**src/ast_pkg.sv**
```systemverilog
package ast_pkg;
    // ----------------------------------------
    // Register byte offsets
    // ----------------------------------------
    localparam logic [7:0] AST_OFF_INTCTL = 8'h00;
    localparam logic [7:0] AST_OFF_FLAGS  = 8'h04;
    localparam logic [7:0] AST_OFF_ENAB   = 8'h08;
    localparam logic [7:0] AST_OFF_PRIO   = 8'h0C;
    localparam logic [7:0] AST_OFF_RCSC   = 8'h10;
    localparam logic [7:0] AST_OFF_TXBUF  = 8'h14;
    localparam logic [7:0] AST_OFF_TXSC   = 8'h18;
    localparam logic [7:0] AST_OFF_BAUD   = 8'h1C;
    localparam logic [7:0] AST_OFF_RXBUF  = 8'h20;
    // ----------------------------------------
    // Field positions
    // ----------------------------------------
    localparam int AST_B_GIE   = 7; // interrupt_control
    localparam int AST_B_RECEIVE_COMPLETE_FLAG  = 5; // flags / enables / priority
    localparam int AST_B_TX_BUFFER_EMPTY_FLAG  = 4;
    localparam int AST_B_PORT_ENABLE  = 7; // receive_status_control
    localparam int AST_B_RX9   = 6;
    localparam int AST_B_CONTINUOUS_RECEIVE_ENABLE  = 4;
    localparam int AST_B_ADDRESS_DETECT_ENABLE = 3;
    localparam int AST_B_FRAMING_ERROR_FLAG  = 2;
    localparam int AST_B_OVERRUN_ERROR_FLAG  = 1;
    localparam int AST_B_RECEIVED_NINTH_BIT  = 0;
    localparam int AST_B_TX9   = 6; // transmit_status_control
    localparam int AST_B_TRANSMIT_ENABLE  = 5;
    localparam int AST_B_SYNC  = 4;
    localparam int AST_B_RSV   = 3;
    localparam int AST_B_HIGH_SPEED_BAUD  = 2;
    localparam int AST_B_SHIFTER_EMPTY_STATUS  = 1;
    localparam int AST_B_TRANSMIT_NINTH_BIT  = 0;
    // ----------------------------------------
    // Reset values
    // ----------------------------------------
    localparam logic [7:0] AST_RST_INTCTL = 8'h00;
    localparam logic [7:0] AST_RST_ENAB   = 8'h00;
    localparam logic [7:0] AST_RST_PRIO   = 8'hFF;
    localparam logic [7:0] AST_RST_RCSC   = 8'h00;
    localparam logic [7:0] AST_RST_TXSC   = 8'h02;
    localparam logic [7:0] AST_RST_BAUD   = 8'h00;
    // ----------------------------------------
    // Timing ratios
    // ----------------------------------------
    localparam logic [3:0] AST_OS_LAST  = 4'hF; // 16 ticks per bit
    localparam logic [3:0] AST_OS_MID   = 4'h7; // start-bit centre
    localparam logic [1:0] AST_SLOW_LAST = 2'h3; // x64 = 4 * x16
    localparam logic [3:0] AST_TX_BITS8 = 4'hA; // start+8+stop
    localparam logic [3:0] AST_TX_BITS9 = 4'hB; // start+9+stop
    localparam logic [3:0] AST_RX_LAST8 = 4'h7;
    localparam logic [3:0] AST_RX_LAST9 = 4'h8;
    // Receiver states
    typedef enum logic [1:0] {
        AST_RX_IDLE, AST_RX_START, AST_RX_DATA, AST_RX_STOP
    } ast_rx_t;
endpackage

```
**src/ast_uart.sv**
```systemverilog
`timescale 1ns/1ps
`default_nettype none
// Contract
// - Reload shifter only after previous stop bit
// - Load takes one cycle, then buffer empty
// - Empty flag set by hardware, cleared by write
// - Transmit request gated by its enable
// - Readable shifter-empty status, polled only
// - Transmit shifter has no register address
// - Transmit enable sets buffer-empty flag
// - Flag clears on second cycle after write
// - Baud from high-speed bit and divisor
// - Ninth transmit bit from its field
// - Buffer write starts transmission when enabled
// - Receiver oversamples sixteen times per bit
// - Reception only while continuous enable set
// - Complete word sets receive-complete flag
// - Nine-bit receive captures nine data bits
// - Ninth bit and errors in status register
// - Clearing continuous enable clears errors
// - Address detect filters, off passes all
// - Receive request needs both enables
// - Priority bit selects receive request level
// - Start, eight/nine LSB-first bits, stop
// - Generator runs x16 or x64 bit rate
// - Transmitter and receiver independent, shared settings
module ast_uart
    import ast_pkg::*;
(
    input  wire logic        pclk,
    input  wire logic        presetn,
    input  wire logic        psel,
    input  wire logic        penable,
    input  wire logic        pwrite,
    input  wire logic [7:0]  paddr,
    input  wire logic [31:0] pwdata,
    output logic      [31:0] prdata,
    output logic             pready,
    output logic             pslverr,
    input  wire logic        rx_in,
    output logic             tx_out,
    output logic             tx_out_enable,
    output logic             tx_irq_request,
    output logic             rx_irq_request,
    output logic             rx_irq_high_priority
);
    // ----------------------------------------
    // State
    // ----------------------------------------
    typedef struct packed {
        logic [7:0]  intctl;   // Global enable lives here
        logic [7:0]  enab;     // Peripheral enables
        logic [7:0]  prio;     // Peripheral priorities
        logic [7:0]  rcsc;     // Receive control, 2:0 unused
        logic [7:0]  txsc;     // Transmit control, bit 1 unused
        logic [7:0]  baud;     // Baud divisor
        logic [7:0]  tx_data;  // Transmit buffer
        logic        buf_full; // Transmit buffer holds a word
        logic        tx_buffer_empty_flag;     // Buffer-empty flag
        logic        tx_busy;  // Shifter holds a frame
        logic [10:0] tx_sh;    // Hidden transmit shifter
        logic [3:0]  tx_bits;  // Bits left in frame
        logic [3:0]  tx_os;    // Ticks within bit
        logic [7:0]  brg_cnt;  // Baud down counter
        logic [1:0]  brg_q;    // Slow-mode divide by four
        ast_rx_t     rx_st;    // Receiver state
        logic [3:0]  rx_os;    // Ticks within bit
        logic [3:0]  rx_bits;  // Data bits taken
        logic [8:0]  rx_sh;    // Receive shifter
        logic [7:0]  rx_data;  // Receive buffer
        logic        received_ninth_bit;     // Received ninth bit
        logic        framing_error_flag;     // Framing error
        logic        overrun_error_flag;     // Overrun error
        logic        receive_complete_flag;     // Receive-complete flag
        logic [31:0] prdata;   // Read data, caught at setup
        logic        pslverr;  // Unmapped address seen
    } ast_state_t;

    ast_state_t s;      // Registered state
    ast_state_t next_s; // Next state

    // ----------------------------------------
    // Decoded controls
    // ----------------------------------------
    logic setup;    // APB setup phase
    logic acc;      // APB access phase, zero wait
    logic port_enable;     // Port enable
    logic async_on; // Port on and in async mode
    logic tx_on;    // Transmitter running
    logic rx_on;    // Receiver running
    logic brg_tick; // Baud generator output
    logic os_tick;  // x16 bit-rate enable
    logic tx_load;  // Buffer moves into shifter
    logic rd_rx;    // Receive buffer read
    logic rx_full;  // Receive buffer still unread
    logic ninth;    // Ninth bit of finished word
    logic [7:0] rx_word;

    assign setup    = psel & ~penable;
    assign acc      = psel & penable;
    assign port_enable     = s.rcsc[AST_B_PORT_ENABLE];
    // Sync select keeps this async-only logic parked
    assign async_on = port_enable & ~s.txsc[AST_B_SYNC];
    assign tx_on    = async_on & s.txsc[AST_B_TRANSMIT_ENABLE];
    assign rx_on    = async_on & s.rcsc[AST_B_CONTINUOUS_RECEIVE_ENABLE];
    // count divisor+1 cycles, slow mode adds /4
    assign brg_tick = async_on & (s.brg_cnt == 8'h00);
    assign os_tick  = brg_tick
        & (s.txsc[AST_B_HIGH_SPEED_BAUD] | (s.brg_q == AST_SLOW_LAST));
    assign tx_load  = tx_on & ~s.tx_busy & s.buf_full;
    assign rd_rx    = acc & ~pwrite & (paddr == AST_OFF_RXBUF);
    // A read in the same cycle frees the buffer first
    assign rx_full  = s.receive_complete_flag & ~rd_rx;
    assign ninth    = s.rx_sh[8];
    assign rx_word  = s.rcsc[AST_B_RX9] ? s.rx_sh[7:0]
                                        : s.rx_sh[8:1];

    // ----------------------------------------
    // Next-state logic
    // ----------------------------------------
    always_comb begin
        next_s = s;
        // Baud generator, shared by both directions
        if (!async_on) begin
            next_s.brg_cnt = s.baud;
            next_s.brg_q   = 2'h0;
        end else if (brg_tick) begin
            next_s.brg_cnt = s.baud;
            next_s.brg_q   = s.brg_q + 2'h1;
        end else begin
            next_s.brg_cnt = s.brg_cnt - 8'h01;
        end

        // Flag follows the buffer one cycle late, so a
        // write shows on the second cycle after it
        next_s.tx_buffer_empty_flag = tx_on & ~s.buf_full;

        // Transmitter
        if (!tx_on) begin
            // Disable drops the word and the frame
            next_s.buf_full = 1'b0;
            next_s.tx_busy  = 1'b0;
            next_s.tx_os    = 4'h0;
        end else if (tx_load) begin
            // One-cycle move, buffer empty afterwards
            next_s.buf_full = 1'b0;
            next_s.tx_busy  = 1'b1;
            next_s.tx_os    = 4'h0;
            // Stop bit on top; idle ones shift in behind it
            next_s.tx_sh    = {1'b1,
                s.txsc[AST_B_TX9] ? s.txsc[AST_B_TRANSMIT_NINTH_BIT] : 1'b1,
                s.tx_data, 1'b0};
            next_s.tx_bits  = s.txsc[AST_B_TX9] ? AST_TX_BITS9
                                                : AST_TX_BITS8;
        end else if (s.tx_busy && os_tick) begin
            next_s.tx_os = s.tx_os + 4'h1;
            if (s.tx_os == AST_OS_LAST) begin
                // LSB first, idle level fills from the top
                next_s.tx_sh   = {1'b1, s.tx_sh[10:1]};
                next_s.tx_bits = s.tx_bits - 4'h1;
                if (s.tx_bits == 4'h1) begin
                    next_s.tx_busy = 1'b0;
                end
            end
        end

        // Receiver, x16 oversampling
        if (!rx_on) begin
            next_s.rx_st = AST_RX_IDLE;
            next_s.rx_os = 4'h0;
        end else begin
            case (s.rx_st)
                AST_RX_IDLE: begin
                    // Overrun blocks until errors are cleared
                    if (!s.overrun_error_flag && !rx_in) begin
                        next_s.rx_st = AST_RX_START;
                        next_s.rx_os = 4'h0;
                    end
                end
                AST_RX_START: begin
                    if (os_tick) begin
                        next_s.rx_os = s.rx_os + 4'h1;
                        if (s.rx_os == AST_OS_MID) begin
                            // Glitch shorter than half a bit
                            next_s.rx_st = rx_in ? AST_RX_IDLE
                                                 : AST_RX_DATA;
                            next_s.rx_os   = 4'h0;
                            next_s.rx_bits = 4'h0;
                        end
                    end
                end
                AST_RX_DATA: begin
                    if (os_tick) begin
                        next_s.rx_os = s.rx_os + 4'h1;
                        if (s.rx_os == AST_OS_LAST) begin
                            next_s.rx_sh   = {rx_in, s.rx_sh[8:1]};
                            next_s.rx_bits = s.rx_bits + 4'h1;
                            if (s.rx_bits == (s.rcsc[AST_B_RX9]
                                ? AST_RX_LAST9 : AST_RX_LAST8)) begin
                                next_s.rx_st = AST_RX_STOP;
                            end
                        end
                    end
                end
                AST_RX_STOP: begin
                    if (os_tick) begin
                        next_s.rx_os = s.rx_os + 4'h1;
                        if (s.rx_os == AST_OS_LAST) begin
                            next_s.rx_st = AST_RX_IDLE;
                        end
                    end
                end
                default: next_s.rx_st = AST_RX_IDLE;
            endcase
        end

        // ----------------------------------------
        // APB setup: snapshot read data
        // ----------------------------------------
        if (setup) begin
            next_s.prdata  = 32'h0000_0000;
            next_s.pslverr = 1'b0;
            if (paddr == AST_OFF_INTCTL) begin
                next_s.prdata[7:0] = s.intctl;
            end else if (paddr == AST_OFF_FLAGS) begin
                next_s.prdata[AST_B_RECEIVE_COMPLETE_FLAG] = s.receive_complete_flag;
                next_s.prdata[AST_B_TX_BUFFER_EMPTY_FLAG] = s.tx_buffer_empty_flag;
            end else if (paddr == AST_OFF_ENAB) begin
                next_s.prdata[7:0] = s.enab;
            end else if (paddr == AST_OFF_PRIO) begin
                next_s.prdata[7:0] = s.prio;
            end else if (paddr == AST_OFF_RCSC) begin
                next_s.prdata[7:0] = {s.rcsc[7:3], s.framing_error_flag,
                                      s.overrun_error_flag, s.received_ninth_bit};
            end else if (paddr == AST_OFF_TXBUF) begin
                next_s.prdata[7:0] = s.tx_data;
            end else if (paddr == AST_OFF_TXSC) begin
                next_s.prdata[7:0] = s.txsc;
                next_s.prdata[AST_B_RSV]  = 1'b0;
                next_s.prdata[AST_B_SHIFTER_EMPTY_STATUS] = ~s.tx_busy;
            end else if (paddr == AST_OFF_BAUD) begin
                next_s.prdata[7:0] = s.baud;
            end else if (paddr == AST_OFF_RXBUF) begin
                next_s.prdata[7:0] = s.rx_data;
            end else begin
                // No address reaches the shifter
                next_s.pslverr = 1'b1;
            end
        end

        // ----------------------------------------
        // APB access: writes and read side effects
        // ----------------------------------------
        if (rd_rx) begin
            next_s.receive_complete_flag = 1'b0; // Reading empties the buffer
        end
        if (acc && pwrite) begin
            if (paddr == AST_OFF_INTCTL) begin
                next_s.intctl = pwdata[7:0];
            end else if (paddr == AST_OFF_ENAB) begin
                next_s.enab = pwdata[7:0];
            end else if (paddr == AST_OFF_PRIO) begin
                next_s.prio = pwdata[7:0];
            end else if (paddr == AST_OFF_RCSC) begin
                next_s.rcsc = {pwdata[7:3], 3'b000};
            end else if (paddr == AST_OFF_TXBUF) begin
                // Write lands after any same-cycle load
                next_s.tx_data  = pwdata[7:0];
                next_s.buf_full = tx_on;
            end else if (paddr == AST_OFF_TXSC) begin
                next_s.txsc = pwdata[7:0];
            end else if (paddr == AST_OFF_BAUD) begin
                next_s.baud = pwdata[7:0];
            end
            // Flag register writes are ignored
        end

        // Word complete: set wins over any read above
        if (rx_on && s.rx_st == AST_RX_STOP && os_tick
            && s.rx_os == AST_OS_LAST) begin
            if (rx_full) begin
                next_s.overrun_error_flag = 1'b1;
            end else if (s.rcsc[AST_B_ADDRESS_DETECT_ENABLE] && s.rcsc[AST_B_RX9]
                         && !ninth) begin
                // Data word for another station: dropped
                next_s.receive_complete_flag = next_s.receive_complete_flag;
            end else begin
                next_s.rx_data = rx_word;
                next_s.received_ninth_bit = s.rcsc[AST_B_RX9] & ninth;
                next_s.framing_error_flag = ~rx_in;
                next_s.receive_complete_flag = 1'b1;
            end
        end

        // Clearing continuous enable clears error state
        if (!s.rcsc[AST_B_CONTINUOUS_RECEIVE_ENABLE]) begin
            next_s.overrun_error_flag = 1'b0;
            next_s.framing_error_flag = 1'b0;
        end
    end

    // ----------------------------------------
    // State register
    // ----------------------------------------
    always_ff @(posedge pclk or negedge presetn) begin
        if (!presetn) begin
            s          <= '0;
            s.intctl   <= AST_RST_INTCTL;
            s.enab     <= AST_RST_ENAB;
            s.prio     <= AST_RST_PRIO;
            s.rcsc     <= AST_RST_RCSC;
            s.txsc     <= AST_RST_TXSC;
            s.baud     <= AST_RST_BAUD;
            s.tx_sh    <= 11'h7FF;
            s.rx_st    <= AST_RX_IDLE;
        end else begin
            s <= next_s;
        end
    end

    // ----------------------------------------
    // Outputs
    // ----------------------------------------
    assign prdata  = s.prdata;
    assign pslverr = s.pslverr;
    assign pready  = 1'b1; // Zero-wait slave
    // Line idles high between frames
    assign tx_out  = s.tx_busy ? s.tx_sh[0] : 1'b1;
    assign tx_out_enable = port_enable;
    assign tx_irq_request = s.tx_buffer_empty_flag & s.enab[AST_B_TX_BUFFER_EMPTY_FLAG];
    assign rx_irq_request = s.receive_complete_flag & s.enab[AST_B_RECEIVE_COMPLETE_FLAG]
                          & s.intctl[AST_B_GIE];
    assign rx_irq_high_priority = s.prio[AST_B_RECEIVE_COMPLETE_FLAG];

    // ----------------------------------------
    // Assertions
    // ----------------------------------------
    property p_tx_reload_idle;
        @(posedge pclk) disable iff (!presetn)
        tx_load |-> !s.tx_busy ##1 s.tx_busy;
    endproperty
    a_tx_reload_idle: assert property (p_tx_reload_idle)
        else $error("shifter reloaded while busy");

    property p_load_one_cycle;
        @(posedge pclk) disable iff (!presetn)
        tx_load && !(acc && pwrite && paddr == AST_OFF_TXBUF)
        |=> !s.buf_full ##1 s.tx_buffer_empty_flag;
    endproperty
    a_load_one_cycle: assert property (p_load_one_cycle)
        else $error("buffer not emptied by load");

    property p_flag_clears_on_write;
        @(posedge pclk) disable iff (!presetn)
        $fell(s.tx_buffer_empty_flag) |-> $past(s.buf_full) || !$past(tx_on);
    endproperty
    a_flag_clears_on_write: assert property (p_flag_clears_on_write)
        else $error("empty flag cleared without write");

    property p_tx_mask;
        @(posedge pclk) disable iff (!presetn)
        s.tx_buffer_empty_flag && !s.enab[AST_B_TX_BUFFER_EMPTY_FLAG] |-> !tx_irq_request;
    endproperty
    a_tx_mask: assert property (p_tx_mask)
        else $error("masked transmit request seen");

    property p_flag_lag;
        @(posedge pclk) disable iff (!presetn)
        acc && pwrite && paddr == AST_OFF_TXBUF && tx_on
        && s.tx_busy |-> ##1 $stable(s.tx_buffer_empty_flag) ##1 !s.tx_buffer_empty_flag;
    endproperty
    a_flag_lag: assert property (p_flag_lag)
        else $error("empty flag timing wrong after write");

    property p_transmit_enable_sets_flag;
        @(posedge pclk) disable iff (!presetn)
        tx_on && !s.buf_full |=> s.tx_buffer_empty_flag;
    endproperty
    a_transmit_enable_sets_flag: assert property (p_transmit_enable_sets_flag)
        else $error("empty flag not set");

    property p_start_bit;
        @(posedge pclk) disable iff (!presetn)
        tx_load |=> !tx_out;
    endproperty
    a_start_bit: assert property (p_start_bit)
        else $error("frame does not open with start bit");

    property p_rx_irq_gate;
        @(posedge pclk) disable iff (!presetn)
        rx_irq_request |-> s.intctl[AST_B_GIE]
                           && s.enab[AST_B_RECEIVE_COMPLETE_FLAG] && s.receive_complete_flag;
    endproperty
    a_rx_irq_gate: assert property (p_rx_irq_gate)
        else $error("receive request without enables");

    property p_err_clear;
        @(posedge pclk) disable iff (!presetn)
        !s.rcsc[AST_B_CONTINUOUS_RECEIVE_ENABLE] |=> !s.overrun_error_flag && !s.framing_error_flag;
    endproperty
    a_err_clear: assert property (p_err_clear)
        else $error("errors survive receive disable");

    property p_overrun_blocks;
        @(posedge pclk) disable iff (!presetn)
        s.overrun_error_flag && s.rx_st == AST_RX_IDLE |=> s.rx_st == AST_RX_IDLE;
    endproperty
    a_overrun_blocks: assert property (p_overrun_blocks)
        else $error("reception after overrun");
endmodule // ast_uart
`default_nettype wire

```
**config.mk**
```make
export PLATFORM = sky130hd
export DESIGN_NAME = ast_uart
export DESIGN_NICKNAME = d
export VERILOG_FILES = /design/src/ast_pkg.sv /design/src/ast_uart.sv
export SDC_FILE = /design/constraint.sdc
export NUM_CORES = 1
export LEC_CHECK = 0
export ABC_AREA = 1
export ABC_CLOCK_PERIOD_IN_PS = 2200
export BUFFER_PORTS_ARGS = -buffer_cell sky130_fd_sc_hd__buf_2
export CORE_AREA = 10 10 151 97
export DETAILED_ROUTE_END_ITERATION = 10
export DIE_AREA = 0 0 161 107
export GPL_TIMING_DRIVEN = 0
export PLACE_DENSITY = 0.84
export SETUP_SLACK_MARGIN = 0.3
export SYNTH_ARGS = -nofsm -noshare
export SYNTH_HDL_FRONTEND = slang
export SYNTH_SLANG_ARGS = --single-unit
```
**constraint.sdc**
```tcl
create_clock -name pclk -period 2.2 [get_ports pclk]
set_input_delay 0.44 -clock pclk [delete_from_list [all_inputs] [get_ports pclk]]
set_output_delay 0.44 -clock pclk [all_outputs]
set_load 0.02 [all_outputs]
```
==> flow_metrics.tcl <==
set metrics [dict create \
    status "finished clean" \
    grt_pass1_vias 5433 \
    hp-start "rx_in" \
    cp.arrival_ns 2.33 \
    layout_common_cells "209 x nand2_1, 104 x dfrtp_1, 81 x o21ai_0" \
    cp_num_buf_inv 3 \
    dpl.hpwl_um 12050 \
    numCtsBuffers 17 \
    worstMarginPinSlew_ns 0.7018 \
    ys_types 40 \
    combPwrFrac 0.069 \
    skew_ns 0.009657 \
    syn_area_per_cell_um2 7.854 \
    post-route-drc-count 0 \
    post-synth-top-area-cell "dfrtp_1" \
    die-area_mm2 0.01723 \
    ys.flop_type "dfrtp_1" \
    via_count 5945 \
    async_flop_share 1.000 \
    swShare 0.2467 \
    ant_nets 0 \
    rows 31 \
    hold_path_depth 3 \
    met1_usage 0.2727 \
    p_per_area_mw_per_mm2 684.1 \
    cts.path.max_buffers 2 \
    setup_slack_ns 0.1957 \
    r2r_start "s[67]" \
    critPathTopFamily "simple AND/OR/NAND/NOR gates" \
    netlist_instances 823 \
    initial_core_util 0.5446 \
    peakVddDrop_v 0.0006842 \
    period_share 0.9111 \
    grt_max_degree 105 \
    drt_iter0_markers 660 \
    routed_wl_um 18040 \
    p_leak_uw 0.003873 \
    gr-usage-all-layers 0.1976 \
    synth_edf_count 0 \
    die_h_um 107 \
    overflow 0 \
    seq_power_share 0.427 \
    path_cells "buf_2 > inv_1 > nand2_2 > nor2_2 > nand2_1 > o21ai_1 > nand3_4 > buf_6 > o31ai_4" \
    path_class "in2reg" \
    worstSetupStartpoint "paddr[0]" \
    pre_cts_slack_ns -0.06799 \
    place_congestion 0.9825 \
    numPortBuffers 35 \
    slew_violations 0 \
    min_path_type "in2reg" \
    wire_per_inst_um 16.43 \
    r2r_end "s[36]" \
    p_sw_uw 1338 \
    synthesis.area_mm2 0.006464 \
    whs_endpoint "ninth" \
    use_met3 0.06684 \
    cts_tree "built" \
    use_met2 0.2865 \
    max_stage_delay_ns 0.50 \
    ys_ff_latch 122 \
    drtPass1Iterations 6 \
    drive_gt1_frac 0.2275 \
    cp_slowest_cell "o21ai_1" \
    grt.busiest_layer "met2" \
    grt_pass1_wl_um 27580 \
    final_common_cell "nand2_1" \
    cts_sinks 122 \
    rsz0062_at_grt "true" \
    rrSetupSlack_ns 0.26 \
    rr_worst_depth 9 \
    clk_latency_ns 0.42 \
    ys_seq_area_frac 0.4758 \
    hold_violations 0 \
    synth.area.top_cells "dfrtp_1 40%, nand2_1 13%, dfstp_2 7.3%" \
    power.internal_uw 4086 \
    ios 85 \
    fin_nets 973 \
    clk_pin_slew_worst_paths_ns 0.06 \
    fin_crit_ns 2.004 \
    worstPathRequired_ns 2.52 \
    die_w_um 161 \
    syn_to_final_growth_pct 22.69 \
    worst_setup_path_start_kind "input port" \
    tns_ns 0 \
    finalSetupViolCount 0 \
    relSlewSlack 0.5304 \
    critical_path.endpoint_type "flip-flop" \
    yosysWarnings 0 \
    drv_cap 0 \
    antenna_found_initial 0 \
    avgViaCountPerCell 5.414 \
    fmax_mhz 498.9 \
    synth.top_cell.area_share 0.4026 \
    crit_fanout 9 \
    power_frac_clock 0.504 \
    htreeDepth 4 \
    clockRootBuffer "clkbuf_16" \
    core-area_mm2 0.01187 \
]
[sequential cells by signal (all words and copies together), names as in the netlist]
register	flops
ninth	1
rx_irq_high_priority	1
prdata	8
s	110
pslverr	1
tx_out_enable	1
[worst min-delay path: cells and delay by family]
kind	cells	cell delay, ns
AO/OA/AOI/OAI	1	0.16
buffers and inverters	2	0.17
[metrics by stage]
step	total power [uW]	hold slack [ns]	cells	cell area, um2	util
finish	5425	0.4000	1098	7930	0.6681
global route	5577	0.4055	1097	7928	0.6679
CTS	5416	0.3809	1085	7620	0.6420
detailed placement	2707	0.2952	1047	6965	0.5869
global placement	2693	0.4583	1046	6932	0.5840
floorplan	2568	0.1444	846	6550	-
[worst max path at each step]
stage                     end  slack (ns)  cells after the start
CTS                     s[91]        0.31                     11
finish                  s[36]        0.20                      9
detailed placement     s[134]       -0.07                      9
floorplan               s[91]        0.47                     11
global placement    prdata[1]       -0.83                      1
global route            s[35]        0.16                     10
[Yosys cell counts (2+ instances only)]
| cell type | n |
|---|---|
| o211ai_1 | 2 |
| inv_2 | 3 |
| o31ai_1 | 2 |
| a21oi_1 | 34 |
| nor2_2 | 9 |
| dfrtp_1 | 104 |
| conb_1 | 2 |
| nand4_1 | 5 |
| nand3b_1 | 3 |
| ha_1 | 8 |
| o21a_1 | 4 |
| o21ai_1 | 4 |
| nand2_2 | 2 |
| inv_1 | 83 |
| or2_2 | 10 |
| o21ai_0 | 90 |
| a31oi_1 | 3 |
| nor3_1 | 8 |
| xor2_1 | 4 |
| clkbuf_1 | 9 |
| nor2_4 | 3 |
| nor2_1 | 65 |
| nand3_1 | 63 |
| dfstp_2 | 18 |
| buf_4 | 33 |
| and3_1 | 2 |
| nand2_1 | 221 |
| mux2i_1 | 7 |
| buf_2 | 8 |
| xnor2_1 | 4 |
[routing by layer]
metal,vias to the layer above,share of wire
li1,2790,-
met1,2806,0.44
met2,309,0.44
met3,40,0.098
met4,0,0.020
met5,-,0
[power groups by stage]
stage / combinational (uW) / clock (uW) / sequential, uW
2_1_floorplan: 221 / 0 / 2350
3_3_place_gp: 342 / 0 / 2350
3_5_place_dp: 355 / 0 / 2350
4_1_cts: 364 / 2740 / 2320
5_1_grt: 410 / 2850 / 2320
6_report: 375 / 2730 / 2320
[repair_timing]
action	in CTS	in global routing
buffers inserted	5	8
endpoints found under the setup margin	34	81
hold buffers	1	0
pin swaps	3	12
hold endpoints to repair	18	0
cloned	0	4
resized for setup	9	62
[cell families (layout without fill, tap and decap cells)]
group / count (synthesis) / after routing / synth area share
AND/OR/NAND/NOR: 394 / 395 / 0.2652
AO/OA/AOI/OAI: 141 / 141 / 0.1140
buffers and inverters: 141 / 226 / 0.1067
flip-flops: 122 / 122 / 0.4758
adder cells (fa/ha/maj): 8 / 8 / 0.01549
XOR/XNOR: 8 / 8 / 0.01084
multiplexers: 7 / 7 / 0.01084
other: 2 / 26 / 0.001162
[layout make-up]
cell class | instances | area [um2]
clock buffers | 18 | 429.2
plain buffers | 53 | 379.1
well taps | 165 | 206.4
flip-flops and latches | 122 | 3075
fillers | 968 | 3939
repair buffers | 53 | 395.4
inverters | 88 | 332.8
diodes | 1 | 2.502
clock inverters | 14 | 148.9
multi-input cells | 584 | 2960
Power figures use the tool's default switching activity.
